File: src/include/iwd_consts.vh
// Constants for the instruction word decoder and its cycle timing
`ifndef IWD_CONSTS_VH
`define IWD_CONSTS_VH

// ========================================
// Word layout
`define IWD_WORD_W 14
`define IWD_GRP_HI 13
`define IWD_GRP_LO 12
`define IWD_OP_HI 13
`define IWD_OP_LO 8
`define IWD_DEST_BIT 7
`define IWD_FILE_HI 6
`define IWD_FILE_LO 0
`define IWD_BITOP_HI 11
`define IWD_BITOP_LO 10
`define IWD_BITIDX_HI 9
`define IWD_BITIDX_LO 7
`define IWD_PTR_BIT 2
`define IWD_MODE_HI 1
`define IWD_MODE_LO 0
`define IWD_LIT_HI 10
`define IWD_LIT_LO 0

// ========================================
// Groups (top two bits of the word)
`define IWD_GRP_BYTE 2'h0
`define IWD_GRP_BIT 2'h1
`define IWD_GRP_LITA 2'h2
`define IWD_GRP_LITB 2'h3
// Reported class
`define IWD_CLS_BYTE 2'h0
`define IWD_CLS_BIT 2'h1
`define IWD_CLS_LIT 2'h2

// ========================================
// Byte-oriented operation codes
`define IWD_OP_MISC 6'h00
`define IWD_OP_DEC_SKIP 6'h0B
`define IWD_OP_INC_SKIP 6'h0F
// Miscellaneous group, low byte
`define IWD_MISC_RETURN 8'h08
`define IWD_MISC_RETINT 8'h09
`define IWD_MISC_CALL_VIA_ACCUMULATOR 8'h0A
`define IWD_MISC_BRW 8'h0B
`define IWD_MISC_IND_LD 5'h02
`define IWD_MISC_IND_ST 5'h03

// Bit-oriented sub-operations
`define IWD_BIT_CLR 2'h0
`define IWD_BIT_SET 2'h1
`define IWD_BIT_SKIPC 2'h2
`define IWD_BIT_SKIPS 2'h3

// Literal and control, top three bits
`define IWD_LIT_CALL 3'h4
`define IWD_LIT_JUMP 3'h5
// Top four / five bits
`define IWD_LIT_RETLIT 4'hD
`define IWD_LIT_RELBR 5'h19

// Indirect access register file addresses
`define IWD_IND0_ADDR 7'h00
`define IWD_IND1_ADDR 7'h01

// ========================================
// Timing
`define IWD_OSC_PER_CYC 4
`define IWD_PH_W 2
`define IWD_PH_LAST 2'h3
`define IWD_PH_READ 2'h1
`define IWD_CYC_W 2
`define IWD_CYC_ONE 2'h1
`define IWD_CYC_TWO 2'h2

`endif

File: src/logic/iwd_phase_gen.v
// Oscillator phase counter: four oscillator cycles per instruction cycle
`timescale 1ns/100ps
`include "iwd_consts.vh"
module iwd_phase_gen #(
    parameter PH_W = `IWD_PH_W
) (
    clk_sys,
    rst_n,
    phase,
    cyc_end
);
    input wire clk_sys;
    input wire rst_n;
    output wire [PH_W-1:0] phase;
    output wire cyc_end;

    reg [PH_W-1:0] ph_q;
    wire [PH_W-1:0] ph_d;

    assign ph_d = ph_q + {{(PH_W-1){1'b0}}, 1'b1};

    always @(posedge clk_sys or negedge rst_n) begin
        if (!rst_n) begin
            ph_q <= {PH_W{1'b0}};
        end else begin
            ph_q <= ph_d;
        end
    end

    assign phase = ph_q;
    assign cyc_end = (ph_q == `IWD_PH_LAST);
endmodule // iwd_phase_gen

File: src/logic/iwd_decoder.v
// Instruction word decoder with instruction-cycle timing
// What this block does
// - Takes one 14-bit word holding opcode and all operands per instruction.
// - Classifies each word as byte, bit, or literal-and-control operation.
// - Ordinary instructions finish in exactly one instruction cycle.
// - Direct call and call via accumulator take two cycles.
// - Return, return with literal, return from interrupt take two cycles.
// - Jumps, relative branches, bit skips and count skips take two cycles.
// - Indirect access while pointer addresses program memory adds one cycle.
// - One instruction cycle is four oscillator cycles.
// - File destination instructions read the register before storing.
// - Destination bit zero stores to accumulator, one to file register.
// - File address field selects register 0x00 to 0x7F.
// - Bit index selects one bit of the 8-bit file register.
// - Pointer select chooses one of two pointers and indirect registers.
// - Update mode picks pre/post increment or decrement for the pointer.
// - Don't-care bits are ignored; either value decodes the same.
`timescale 1ns/100ps
`include "iwd_consts.vh"
module iwd_decoder #(
    parameter WORD_W = `IWD_WORD_W
) (
    clk_sys,
    resetn,
    instr_word,
    instr_valid,
    ptr_in_prog_mem,
    instr_take,
    osc_phase,
    cycle_strobe,
    busy,
    instr_class,
    byte_opcode,
    dest_file,
    file_addr,
    bit_index,
    bit_op,
    pointer_sel,
    index_update_mode,
    literal,
    instr_cycles,
    is_call,
    is_return,
    is_branch,
    is_indirect,
    file_rd,
    file_wr,
    acc_wr
);
    input wire clk_sys;
    input wire resetn;
    input wire [WORD_W-1:0] instr_word;
    input wire instr_valid;
    input wire [1:0] ptr_in_prog_mem;
    output wire instr_take;
    output wire [`IWD_PH_W-1:0] osc_phase;
    output wire cycle_strobe;
    output wire busy;
    output wire [1:0] instr_class;
    output wire [5:0] byte_opcode;
    output wire dest_file;
    output wire [6:0] file_addr;
    output wire [2:0] bit_index;
    output wire [1:0] bit_op;
    output wire pointer_sel;
    output wire [1:0] index_update_mode;
    output wire [10:0] literal;
    output wire [`IWD_CYC_W-1:0] instr_cycles;
    output wire is_call;
    output wire is_return;
    output wire is_branch;
    output wire is_indirect;
    output wire file_rd;
    output wire file_wr;
    output wire acc_wr;

    // ========================================
    // Reset release
    reg rst_s1_q;
    reg rst_s2_q;
    wire rst_n;
    always @(posedge clk_sys or negedge resetn) begin
        if (!resetn) begin
            rst_s1_q <= 1'b0;
            rst_s2_q <= 1'b0;
        end else begin
            rst_s1_q <= 1'b1;
            rst_s2_q <= rst_s1_q;
        end
    end
    assign rst_n = rst_s2_q;

    // ========================================
    // Instruction cycle phases
    wire cyc_end;
    iwd_phase_gen #(
        .PH_W(`IWD_PH_W)
    ) u_phase (
        .clk_sys(clk_sys),
        .rst_n(rst_n),
        .phase(osc_phase),
        .cyc_end(cyc_end)
    );
    assign cycle_strobe = cyc_end;
    // ========================================
    // Field extraction
    wire [1:0] grp;
    wire [5:0] op;
    wire [7:0] low_byte;
    wire [6:0] f_fld;
    wire [1:0] bop;
    assign grp = instr_word[`IWD_GRP_HI:`IWD_GRP_LO];
    assign op = instr_word[`IWD_OP_HI:`IWD_OP_LO];
    assign low_byte = instr_word[7:0];
    assign f_fld = instr_word[`IWD_FILE_HI:`IWD_FILE_LO];
    assign bop = instr_word[`IWD_BITOP_HI:`IWD_BITOP_LO];

    // ========================================
    // Decode of the presented word
    reg [1:0] cls_d;
    reg call_d;
    reg ret_d;
    reg br_d;
    reg ind_d;
    reg ptr_d;
    reg [1:0] mode_d;
    reg rd_d;
    reg wrf_d;
    reg wra_d;
    reg [`IWD_CYC_W-1:0] cyc_d;
    always @* begin
        cls_d = `IWD_CLS_LIT;
        call_d = 1'b0;
        ret_d = 1'b0;
        br_d = 1'b0;
        ind_d = 1'b0;
        ptr_d = 1'b0;
        mode_d = 2'h0;
        rd_d = 1'b0;
        wrf_d = 1'b0;
        wra_d = 1'b0;
        case (grp)
            `IWD_GRP_BYTE: begin
                cls_d = `IWD_CLS_BYTE;
                if (op == `IWD_OP_MISC) begin
                    // Unlisted misc codes decode as no operation
                    if (low_byte == `IWD_MISC_RETURN ||
                        low_byte == `IWD_MISC_RETINT) begin
                        ret_d = 1'b1;
                    end else if (low_byte == `IWD_MISC_CALL_VIA_ACCUMULATOR) begin
                        call_d = 1'b1;
                    end else if (low_byte == `IWD_MISC_BRW) begin
                        br_d = 1'b1;
                    end else if (low_byte[7:3] == `IWD_MISC_IND_LD ||
                                 low_byte[7:3] == `IWD_MISC_IND_ST) begin
                        ind_d = 1'b1;
                        ptr_d = low_byte[`IWD_PTR_BIT];
                        mode_d = low_byte[`IWD_MODE_HI:`IWD_MODE_LO];
                        wra_d = (low_byte[7:3] == `IWD_MISC_IND_LD);
                    end
                end else begin
                    // Read first, even when the result goes back
                    rd_d = 1'b1;
                    wrf_d = instr_word[`IWD_DEST_BIT];
                    wra_d = ~instr_word[`IWD_DEST_BIT];
                    br_d = (op == `IWD_OP_DEC_SKIP) ||
                           (op == `IWD_OP_INC_SKIP);
                    if (f_fld == `IWD_IND0_ADDR ||
                        f_fld == `IWD_IND1_ADDR) begin
                        ind_d = 1'b1;
                        ptr_d = f_fld[0];
                    end
                end
            end
            `IWD_GRP_BIT: begin
                cls_d = `IWD_CLS_BIT;
                rd_d = 1'b1;
                wrf_d = (bop == `IWD_BIT_CLR) || (bop == `IWD_BIT_SET);
                br_d = (bop == `IWD_BIT_SKIPC) ||
                       (bop == `IWD_BIT_SKIPS);
                if (f_fld == `IWD_IND0_ADDR ||
                    f_fld == `IWD_IND1_ADDR) begin
                    ind_d = 1'b1;
                    ptr_d = f_fld[0];
                end
            end
            default: begin
                cls_d = `IWD_CLS_LIT;
                if (instr_word[13:11] == `IWD_LIT_CALL) begin
                    call_d = 1'b1;
                end else if (instr_word[13:11] == `IWD_LIT_JUMP) begin
                    br_d = 1'b1;
                end else if (instr_word[13:10] == `IWD_LIT_RETLIT) begin
                    ret_d = 1'b1;
                    wra_d = 1'b1;
                end else if (instr_word[13:9] == `IWD_LIT_RELBR) begin
                    br_d = 1'b1;
                end
            end
        endcase
        if (call_d || ret_d || br_d) begin
            cyc_d = `IWD_CYC_TWO;
        end else begin
            cyc_d = `IWD_CYC_ONE;
        end
        if (ind_d && ptr_in_prog_mem[ptr_d]) begin
            cyc_d = cyc_d + `IWD_CYC_ONE;
        end
    end

    // ========================================
    // Execution sequencing
    reg busy_q;
    reg first_q;
    reg [`IWD_CYC_W-1:0] left_q;
    reg [WORD_W-1:0] word_q;
    reg [1:0] cls_q;
    reg call_q;
    reg ret_q;
    reg br_q;
    reg ind_q;
    reg ptr_q;
    reg [1:0] mode_q;
    reg rd_q;
    reg wrf_q;
    reg wra_q;
    reg [`IWD_CYC_W-1:0] cyc_q;
    wire last_cyc;
    assign last_cyc = (left_q == {`IWD_CYC_W{1'b0}});
    // Next word accepted only at the boundary after the last cycle
    assign instr_take = cyc_end && last_cyc && instr_valid;
    always @(posedge clk_sys or negedge rst_n) begin
        if (!rst_n) begin
            busy_q <= 1'b0;
            first_q <= 1'b0;
            left_q <= {`IWD_CYC_W{1'b0}};
            word_q <= {WORD_W{1'b0}};
            cls_q <= `IWD_CLS_BYTE;
            call_q <= 1'b0;
            ret_q <= 1'b0;
            br_q <= 1'b0;
            ind_q <= 1'b0;
            ptr_q <= 1'b0;
            mode_q <= 2'h0;
            rd_q <= 1'b0;
            wrf_q <= 1'b0;
            wra_q <= 1'b0;
            cyc_q <= {`IWD_CYC_W{1'b0}};
        end else if (cyc_end) begin
            first_q <= instr_take;
            if (!last_cyc) begin
                left_q <= left_q - `IWD_CYC_ONE;
            end else if (instr_valid) begin
                busy_q <= 1'b1;
                left_q <= cyc_d - `IWD_CYC_ONE;
                word_q <= instr_word;
                cls_q <= cls_d;
                call_q <= call_d;
                ret_q <= ret_d;
                br_q <= br_d;
                ind_q <= ind_d;
                ptr_q <= ptr_d;
                mode_q <= mode_d;
                rd_q <= rd_d;
                wrf_q <= wrf_d;
                wra_q <= wra_d;
                cyc_q <= cyc_d;
            end else begin
                busy_q <= 1'b0;
                rd_q <= 1'b0;
                wrf_q <= 1'b0;
                wra_q <= 1'b0;
            end
        end
    end

    // ========================================
    // Outputs
    assign busy = busy_q;
    assign instr_class = cls_q;
    assign byte_opcode = word_q[`IWD_OP_HI:`IWD_OP_LO];
    assign dest_file = word_q[`IWD_DEST_BIT];
    assign file_addr = word_q[`IWD_FILE_HI:`IWD_FILE_LO];
    assign bit_index = word_q[`IWD_BITIDX_HI:`IWD_BITIDX_LO];
    assign bit_op = word_q[`IWD_BITOP_HI:`IWD_BITOP_LO];
    assign pointer_sel = ptr_q;
    assign index_update_mode = mode_q;
    assign literal = word_q[`IWD_LIT_HI:`IWD_LIT_LO];
    assign instr_cycles = cyc_q;
    assign is_call = call_q;
    assign is_return = ret_q;
    assign is_branch = br_q;
    assign is_indirect = ind_q;
    // Read in the second phase of the first cycle, store at the final phase
    assign file_rd = busy_q && first_q && rd_q &&
                     (osc_phase == `IWD_PH_READ);
    assign file_wr = busy_q && last_cyc && wrf_q && cyc_end;
    assign acc_wr = busy_q && last_cyc && wra_q && cyc_end;
endmodule // iwd_decoder

File: config.mk
export PLATFORM = sky130hd
export DESIGN_NAME = iwd_decoder
export DESIGN_NICKNAME = d
export VERILOG_FILES = /design/src/logic/iwd_phase_gen.v /design/src/logic/iwd_decoder.v
export VERILOG_INCLUDE_DIRS = /design/src /design/src/include
export SDC_FILE = /design/constraint.sdc
export NUM_CORES = 1
export LEC_CHECK = 0
export ABC_AREA = 0
export BUFFER_PORTS_ARGS = -buffer_cell sky130_fd_sc_hd__buf_2
export CORE_UTILIZATION = 50
export CTS_BUF_LIST = sky130_fd_sc_hd__clkbuf_4
export CTS_CLUSTER_SIZE = 28
export DETAILED_ROUTE_END_ITERATION = 12
export HOLD_SLACK_MARGIN = 0.1
export PLACE_DENSITY_LB_ADDON = 0.15
export SLEW_MARGIN = 5
export SYNTH_ARGS = -nofsm -noshare
export SYNTH_HDL_FRONTEND = slang
export SYNTH_HIERARCHICAL = 1
export SYNTH_SLANG_ARGS = --single-unit
File: constraint.sdc
create_clock -name clk_sys -period 2.02 [get_ports clk_sys]
set_clock_uncertainty 0.15 [all_clocks]
set_input_delay 0 -clock clk_sys [delete_from_list [all_inputs] [get_ports clk_sys]]
set_output_delay 0 -clock clk_sys [all_outputs]
set_load 0.005 [all_outputs]
**Word level (Yosys, flattened, before mapping)**

Cells that the tools add are included.
Widths: inputs -> output; s select.

- Register bits: 36
- Latch bits: 0
- Memory bits (writable): 0
- Memory bits (read-only): 0
- Bits of input ports: 19
- Output and inout bits: 49
- Logic and storage cells: 132
- Memories kept: 0

- Add/subtract/negate cells: 4
- Multiply operators: 0
- Div/mod/pow operators: 0
- Order comparisons: 1
- Equality and inequality tests: 20
- Shift-type cells: 0
- Mux-type cells: 61
- Bitwise logic cells: 1
- Reduce and logical (&&, ||, !) cells: 27

Operator list:

| kind | number |
|---|---|
| $mux 1 | 42 |
| $eq 8x4->1 const B | 4 |
| $mux 2 | 10 |
| $pmux 1 s2 | 8 |
| $eq 6x4->1 const B | 2 |
| $logic_and 1x1->1 | 11 |
| $eq 5x2->1 const B | 2 |
| $logic_or 1x1->1 | 8 |
| $eq 7x1->1 const B | 1 |
| $logic_not 7->1 | 1 |
| $eq 2x1->1 const B | 3 |
| $eq 2x2->1 const B | 3 |
| $eq 3x3->1 const B | 2 |
| $logic_not 2->1 | 3 |
| $logic_not 6->1 | 1 |
| $eq 5x5->1 const B | 1 |
| $add 2x1->2 const B | 2 |
| $eq 4x4->1 const B | 1 |
| $pmux 2 s2 | 1 |
| $reduce_and 2->1 | 2 |
| $sub 2x1->2 const B | 2 |
| $reduce_and 3->1 | 1 |
| $lt 1x2->1 const B | 1 |
| $ne 2x2->1 const B | 1 |
| $not 1->1 | 1 |

**Depth between registers and ports, before layout**

- Depth in word-level cells: 15
- Depth in mapped cells: 8
- Gate-level depth less buffers: 7

**Cells and area by module**

Netlist, hierarchy kept.

By module, submodules not included:

| module | times used | cells an instance | area an instance (um^2) | sequential area each (um^2) |
|---|---|---|---|---|
| iwd_decoder | 1 | 186 | 1684.1 | 850.8 |
| iwd_phase_gen | 1 | 4 | 66.3 | 50.0 |

**Worst setup path after synthesis**

Ideal clock, no wire load.

- Path kind: input to register
- Start point: input port instr_word[8]
- End point: register left_q[1]
- Library setup time: 84 ps
- Arrival time: 1778 ps
- Required time: 1786 ps
- Setup slack: 9 ps
- Stages: 7
- Buffers on the path: 1
- Cell sequence: or4_1 > buf_2 > nor4_4 > and3b_2 > ha_1 > xor2_1 > o21ai_0

- Longest elaborated chain between the ends: 11
- Elaborated cells on any way between the ends: 25
- Those cells by class: add/sub: 2; eq/ne: 2; mux: 16; reduce/logical: 5

Ends and longest elaborated chain:

| item | line | RTL |
|---|---|---|
| from (decl) | iwd_decoder.v:52 | `input wire [WORD_W-1:0] instr_word;` |
| $eq 6x4->1 (no source line) or $logic_not 6->1 (tied branches) | - |  |
| $logic_or 1x1->1 or $mux 1 (tied branches) | iwd_decoder.v:166, iwd_decoder.v:145 |  |
| $mux 1 or $pmux 1 s2 (tied branches) | iwd_decoder.v:145, iwd_decoder.v:142 |  |
| $pmux 1 s2 or $logic_or 1x1->1 (tied branches) | iwd_decoder.v:142, iwd_decoder.v:201 |  |
| $logic_or 1x1->1 | iwd_decoder.v:201 | `if (call_d \|\| ret_d \|\| br_d) begin` |
| $mux 2 | iwd_decoder.v:201 |  |
| $add 2x1->2 (no source line) | - |  |
| $mux 2 (*) | iwd_decoder.v:206 | `if (ind_d && ptr_in_prog_mem[ptr_d]) begin` |
| $sub 2x1->2 (no source line) (*) | - |  |
| $mux 2 (*) | iwd_decoder.v:253 | `end else if (instr_valid) begin` |
| $mux 2 (*) | iwd_decoder.v:251 | `if (!last_cyc) begin` |
| to (signal assigned) | iwd_decoder.v:236 | `` left_q <= {`IWD_CYC_W{1'b0}}; `` |
| to (signal assigned) | iwd_decoder.v:252 | `` left_q <= left_q - `IWD_CYC_ONE; `` |
| to (signal assigned) | iwd_decoder.v:255 | `` left_q <= cyc_d - `IWD_CYC_ONE; `` |
| to (decl) | iwd_decoder.v:215 | `` reg [`IWD_CYC_W-1:0] left_q; `` |

Every way passes the cells marked *; elsewhere a longest branch is shown, timed or not. The select of a mux whose other input is x is not followed.
A chain may end at the register's enable or synchronous reset.

**Final worst setup path**

- Start point: input port instr_word[4]
- End point: register left_q[1]

- Longest elaborated chain between the ends: 15
- Elaborated cells on any way between the ends: 48
- Those cells by class: add/sub: 2; eq/ne: 7; mux: 32; reduce/logical: 7

Ends and longest elaborated chain:

| item | line |
|---|---|
| parallel branches: the longest is 11 deep, another holds $add 2x1->2 | - |
| $mux 2 (*) | iwd_decoder.v:206 |
| $sub 2x1->2 (no source line) (*) | - |
| $mux 2 (*) | iwd_decoder.v:253 |
| $mux 2 (*) | iwd_decoder.v:251 |

Every way passes the cells marked *. The select of a mux whose other input is x is not followed.

==> impl_metrics.xml <==
<?xml version="1.0" encoding="UTF-8"?>
<metrics>
  <group name="clocking">
    <metric name="cts_root_buf" unit="">sky130_fd_sc_hd__clkbuf_4</metric>
    <metric name="cts_tree" unit="">done</metric>
    <metric name="cts.path.max_buffers" unit="">2</metric>
    <metric name="cts-htree-levels" unit="">2</metric>
    <metric name="cts-buffers-inserted" unit="">5</metric>
    <metric name="cts_setup_buffers" unit="">0</metric>
    <metric name="clk_pin_slew_worst_paths" unit="ps">110</metric>
    <metric name="clock_sink_count" unit="">36</metric>
    <metric name="clk-insertion-delay-late" unit="ps">350</metric>
  </group>
  <group name="timing">
    <metric name="timing.slew.headroom" unit="%">64.5</metric>
    <metric name="rsz_0062_raised_after_global_routing" unit="">yes</metric>
    <metric name="tightest_slew" unit="ps">525</metric>
    <metric name="hold_violations" unit="">0</metric>
    <metric name="finalSetupTns" unit="ps">0</metric>
    <metric name="slew_violations" unit="">0</metric>
    <metric name="post-route-worst-setup-slack" unit="ps">38.3</metric>
    <metric name="post-route-min-period" unit="ps">1980</metric>
    <metric name="maxClockFrequency" unit="GHz">0.505</metric>
    <metric name="setup_violations" unit="">0</metric>
    <metric name="final_worst_path_period_share" unit="%">98.1</metric>
  </group>
  <group name="setup_path">
    <metric name="end_kind" unit="">flop</metric>
    <metric name="timing.critical_path.required" unit="ps">2160</metric>
    <metric name="reg2regPathDepth" unit="">5</metric>
    <metric name="timing.setup.critical_path_class" unit="">input port to flop</metric>
    <metric name="timing.critical_path.from_type" unit="">input port</metric>
    <metric name="crit-reg2reg-capture" unit="">is_indirect</metric>
    <metric name="crit_arrival" unit="ps">2120</metric>
    <metric name="r2r-start" unit="">u_phase/phase[0]</metric>
    <metric name="reg2reg_setup_slack" unit="ps">370</metric>
    <metric name="timing.critical_path.fanout_max" unit="">4</metric>
  </group>
  <group name="global_routing">
    <metric name="grt_pass1_vias" unit="">1565</metric>
    <metric name="wire_length_of_the_first_global_routing_pass" unit="um">7450</metric>
    <metric name="grt_usage" unit="%">28.1</metric>
    <metric name="grt_start_max_net_pins" unit="">35</metric>
    <metric name="number_of_antenna_violations_at_the_first_check_in_global_routing" unit="">0</metric>
    <metric name="globalRouteOverflowTotal" unit="">0</metric>
  </group>
  <group name="finish">
    <metric name="diodes" unit="">0</metric>
    <metric name="drive_gt1_share" unit="%">35.1</metric>
    <metric name="design.final.nets" unit="">311</metric>
    <metric name="area_growth_syn_to_layout" unit="%">45.5</metric>
  </group>
  <group name="yosys">
    <metric name="netlist_area" unit="um^2">1750</metric>
    <metric name="ys_seq_area_share" unit="%">51.5</metric>
    <metric name="synth_enable_flop_cells" unit="">0</metric>
    <metric name="syn_nets" unit="">211</metric>
    <metric name="yosys-mux-area-fraction" unit="%">0.643</metric>
    <metric name="ys_types" unit="">36</metric>
    <metric name="netlist_top_cells_area" unit="">sky130_fd_sc_hd__dfrtp_1, sky130_fd_sc_hd__nand2_1, sky130_fd_sc_hd__buf_4</metric>
    <metric name="post_synth_and_or_nand_nor_area_fraction" unit="%">25.9</metric>
    <metric name="synth_flop_cell" unit="">sky130_fd_sc_hd__dfrtp_1</metric>
    <metric name="synth_top_cells_by_count" unit="">sky130_fd_sc_hd__nand2_1, sky130_fd_sc_hd__dfrtp_1, sky130_fd_sc_hd__buf_4</metric>
    <metric name="synth.ff_latch_count" unit="">36</metric>
    <metric name="synth-warning-count" unit="">6</metric>
    <metric name="synth-xor-area-share" unit="%">0.500</metric>
    <metric name="synthAdderAreaFrac" unit="%">1.43</metric>
    <metric name="yosysTopAreaCellShare" unit="%">51.5</metric>
    <metric name="synth_top_family_by_area" unit="">simple AND/OR/NAND/NOR gates</metric>
    <metric name="syn_inst" unit="">190</metric>
    <metric name="post_synth.cell_area_avg" unit="um^2">9.21</metric>
    <metric name="synth.largest_area_cell" unit="">sky130_fd_sc_hd__dfrtp_1</metric>
    <metric name="synthArstFlopShare" unit="%">100</metric>
    <metric name="synth_most_common_cell" unit="">sky130_fd_sc_hd__nand2_1</metric>
    <metric name="synth_compound_area_share" unit="%">10.4</metric>
  </group>
  <group name="power">
    <metric name="ir_drop" unit="mV">0.519</metric>
    <metric name="cellPowerDensity" unit="nW/um^2">905</metric>
    <metric name="power_leakage" unit="nW">1.32</metric>
  </group>
  <group name="outcome">
    <metric name="result_of_the_run" unit="">finished, final reports clean</metric>
  </group>
  <group name="detailed_routing">
    <metric name="drc_violations" unit="">0</metric>
    <metric name="finalWirelength" unit="um">4740</metric>
    <metric name="postRouteAntennaNets" unit="">0</metric>
    <metric name="avgRoutedWirePerCell" unit="um">14.1</metric>
    <metric name="drt-pass1-iter-count" unit="">5</metric>
    <metric name="viasPerCell" unit="">5.20</metric>
    <metric name="initialDrtViolationCount" unit="">103</metric>
    <metric name="dr_total_vias" unit="">1754</metric>
  </group>
  <group name="floorplanning">
    <metric name="design.core.area" unit="um^2">3340</metric>
    <metric name="die_width" unit="um">61.2</metric>
    <metric name="ios" unit="">68</metric>
    <metric name="fp.dieArea" unit="um^2">3740</metric>
    <metric name="die-height" unit="um">61.2</metric>
    <metric name="floorplan.rows" unit="">21</metric>
    <metric name="floorplan.initialDensity" unit="%">52.5</metric>
  </group>
  <group name="job">
    <metric name="timing.max_cap.violations" unit="">0</metric>
  </group>
  <group name="place">
    <metric name="gp_congestion" unit="">0.885</metric>
    <metric name="portbufs" unit="">67</metric>
    <metric name="dp_worst_setup_slack" unit="ps">-184</metric>
    <metric name="dp_hpwl" unit="um">2960</metric>
  </group>
  <group name="min_path">
    <metric name="timing.hold.worst.class" unit="">flop to async pin</metric>
  </group>
</metrics>
[report_power, final]
part | switching [mW] | internal, mW | leakage (nW) | total [mW]
logic | 0.328 | 0.389 | 0.824 | 0.717
clock network | 0.235 | 0.253 | 0.0403 | 0.488
registers | 0.148 | 0.952 | 0.455 | 1.10
total | 0.711 | 1.59 | 1.32 | 2.31
[stage by stage]
| step | instance area [um^2] | hold slack [ps] | cells | total power, mW | util [%] |
|---|---|---|---|---|---|
| after floorplan | 1750 | -446 | 190 | 1.56 | - |
| final | 2550 | 118 | 337 | 2.31 | 76.3 |
| after global placement | 2140 | -363 | 299 | 1.78 | 64.3 |
| after detailed placement | 2140 | -363 | 299 | 1.79 | 64.3 |
| after global routing | 2550 | 189 | 337 | 2.53 | 76.3 |
| after CTS | 2520 | 142 | 337 | 2.31 | 75.5 |
[registers in the layout, summed over array words and instances (netlist names), 2 cells and up]
register           cells
index_update_mode      2
instr_class            2
instr_cycles           2
left_q                 2
u_phase/phase          2
word_q                14
[routing by layer]
layer | wire length, um | track usage (%) | part of all wire, % | vias to the layer above
met5 | 0 | 0 | 0 | -
met4 | 119 | 12.0 | 2.5 | 0
met3 | 305 | 7.56 | 6.4 | 12
met2 | 2310 | 42.5 | 49 | 78
met1 | 2000 | 38.1 | 42 | 830
li1 | - | - | - | 834
[logic make-up after synthesis]
logic type / after synthesis
buffers and inverters: 27
muxes: 1
AOI/OAI and AO/OA: 30
other: 1
DFF: 36
xor gates and xnor gates: 1
adders and majority gates: 2
and+or+nand+nor: 92
[how the worst max path moves through the flow]
stage | start | end | slack (ps)
final | instr_word[4] | left_q[1] | 40
after global routing | instr_word[4] | left_q[1] | -20
after CTS | u_phase/phase[0] | instr_take | 10
after detailed placement | instr_word[8] | left_q[1] | -180
after global placement | instr_word[8] | left_q[1] | -100
after floorplan | instr_word[8] | left_q[1] | 9
[placed cells by master, fill, tap and decap left out, types with 2 or more instances in the layout]
cell type                       instances
sky130_fd_sc_hd__buf_4                 18
sky130_fd_sc_hd__nor4_4                 2
sky130_fd_sc_hd__dfrtp_1               36
sky130_fd_sc_hd__nor3_1                 3
sky130_fd_sc_hd__inv_1                  3
sky130_fd_sc_hd__nor2_1                 6
sky130_fd_sc_hd__o21ai_0               10
sky130_fd_sc_hd__or4_1                  2
sky130_fd_sc_hd__a21oi_1                3
sky130_fd_sc_hd__or2_2                  2
sky130_fd_sc_hd__ha_1                   2
sky130_fd_sc_hd__and3_1                 3
sky130_fd_sc_hd__buf_2                 66
sky130_fd_sc_hd__clkinv_1               2
sky130_fd_sc_hd__clkbuf_4               5
sky130_fd_sc_hd__o211ai_1               2
sky130_fd_sc_hd__nand2_1               53
sky130_fd_sc_hd__nor4b_1                2
sky130_fd_sc_hd__inv_2                  2
sky130_fd_sc_hd__o21ai_1                2
sky130_fd_sc_hd__dlygate4sd3_1         30
sky130_fd_sc_hd__nand2b_1               5
sky130_fd_sc_hd__nand3_1                5
sky130_fd_sc_hd__o31ai_1                2
sky130_fd_sc_hd__a31oi_1                5
sky130_fd_sc_hd__nor2b_1                2
[layout make-up]
| type | count | area, um^2 |
|---|---|---|
| Sequential cell | 36 | 901 |
| Fill cell | 262 | 791 |
| Timing Repair Buffer | 115 | 786 |
| Multi-Input combinational cell | 127 | 708 |
| Tap cell | 46 | 57.6 |
| Clock buffer | 5 | 37.5 |
| Clock inverter | 3 | 37.5 |
| Inverter | 5 | 18.8 |
[critical path: stages]
cell,delay (ps)
sky130_fd_sc_hd__buf_2,130
sky130_fd_sc_hd__dlygate4sd3_1,560
sky130_fd_sc_hd__buf_4,150
sky130_fd_sc_hd__nor3_1,230
sky130_fd_sc_hd__o211ai_1,130
sky130_fd_sc_hd__a21oi_1,190
sky130_fd_sc_hd__o21ai_1,90
sky130_fd_sc_hd__ha_1,350
sky130_fd_sc_hd__xor2_1,150
sky130_fd_sc_hd__o21ai_1,130
[repair_timing]
action,in CTS,in global routing
gates resized for setup,0,10
endpoints found under the setup margin,0,7
hold buffers,30,1
hold endpoints to repair,30,1
Note: power is estimated with default switching activity, not from simulation.
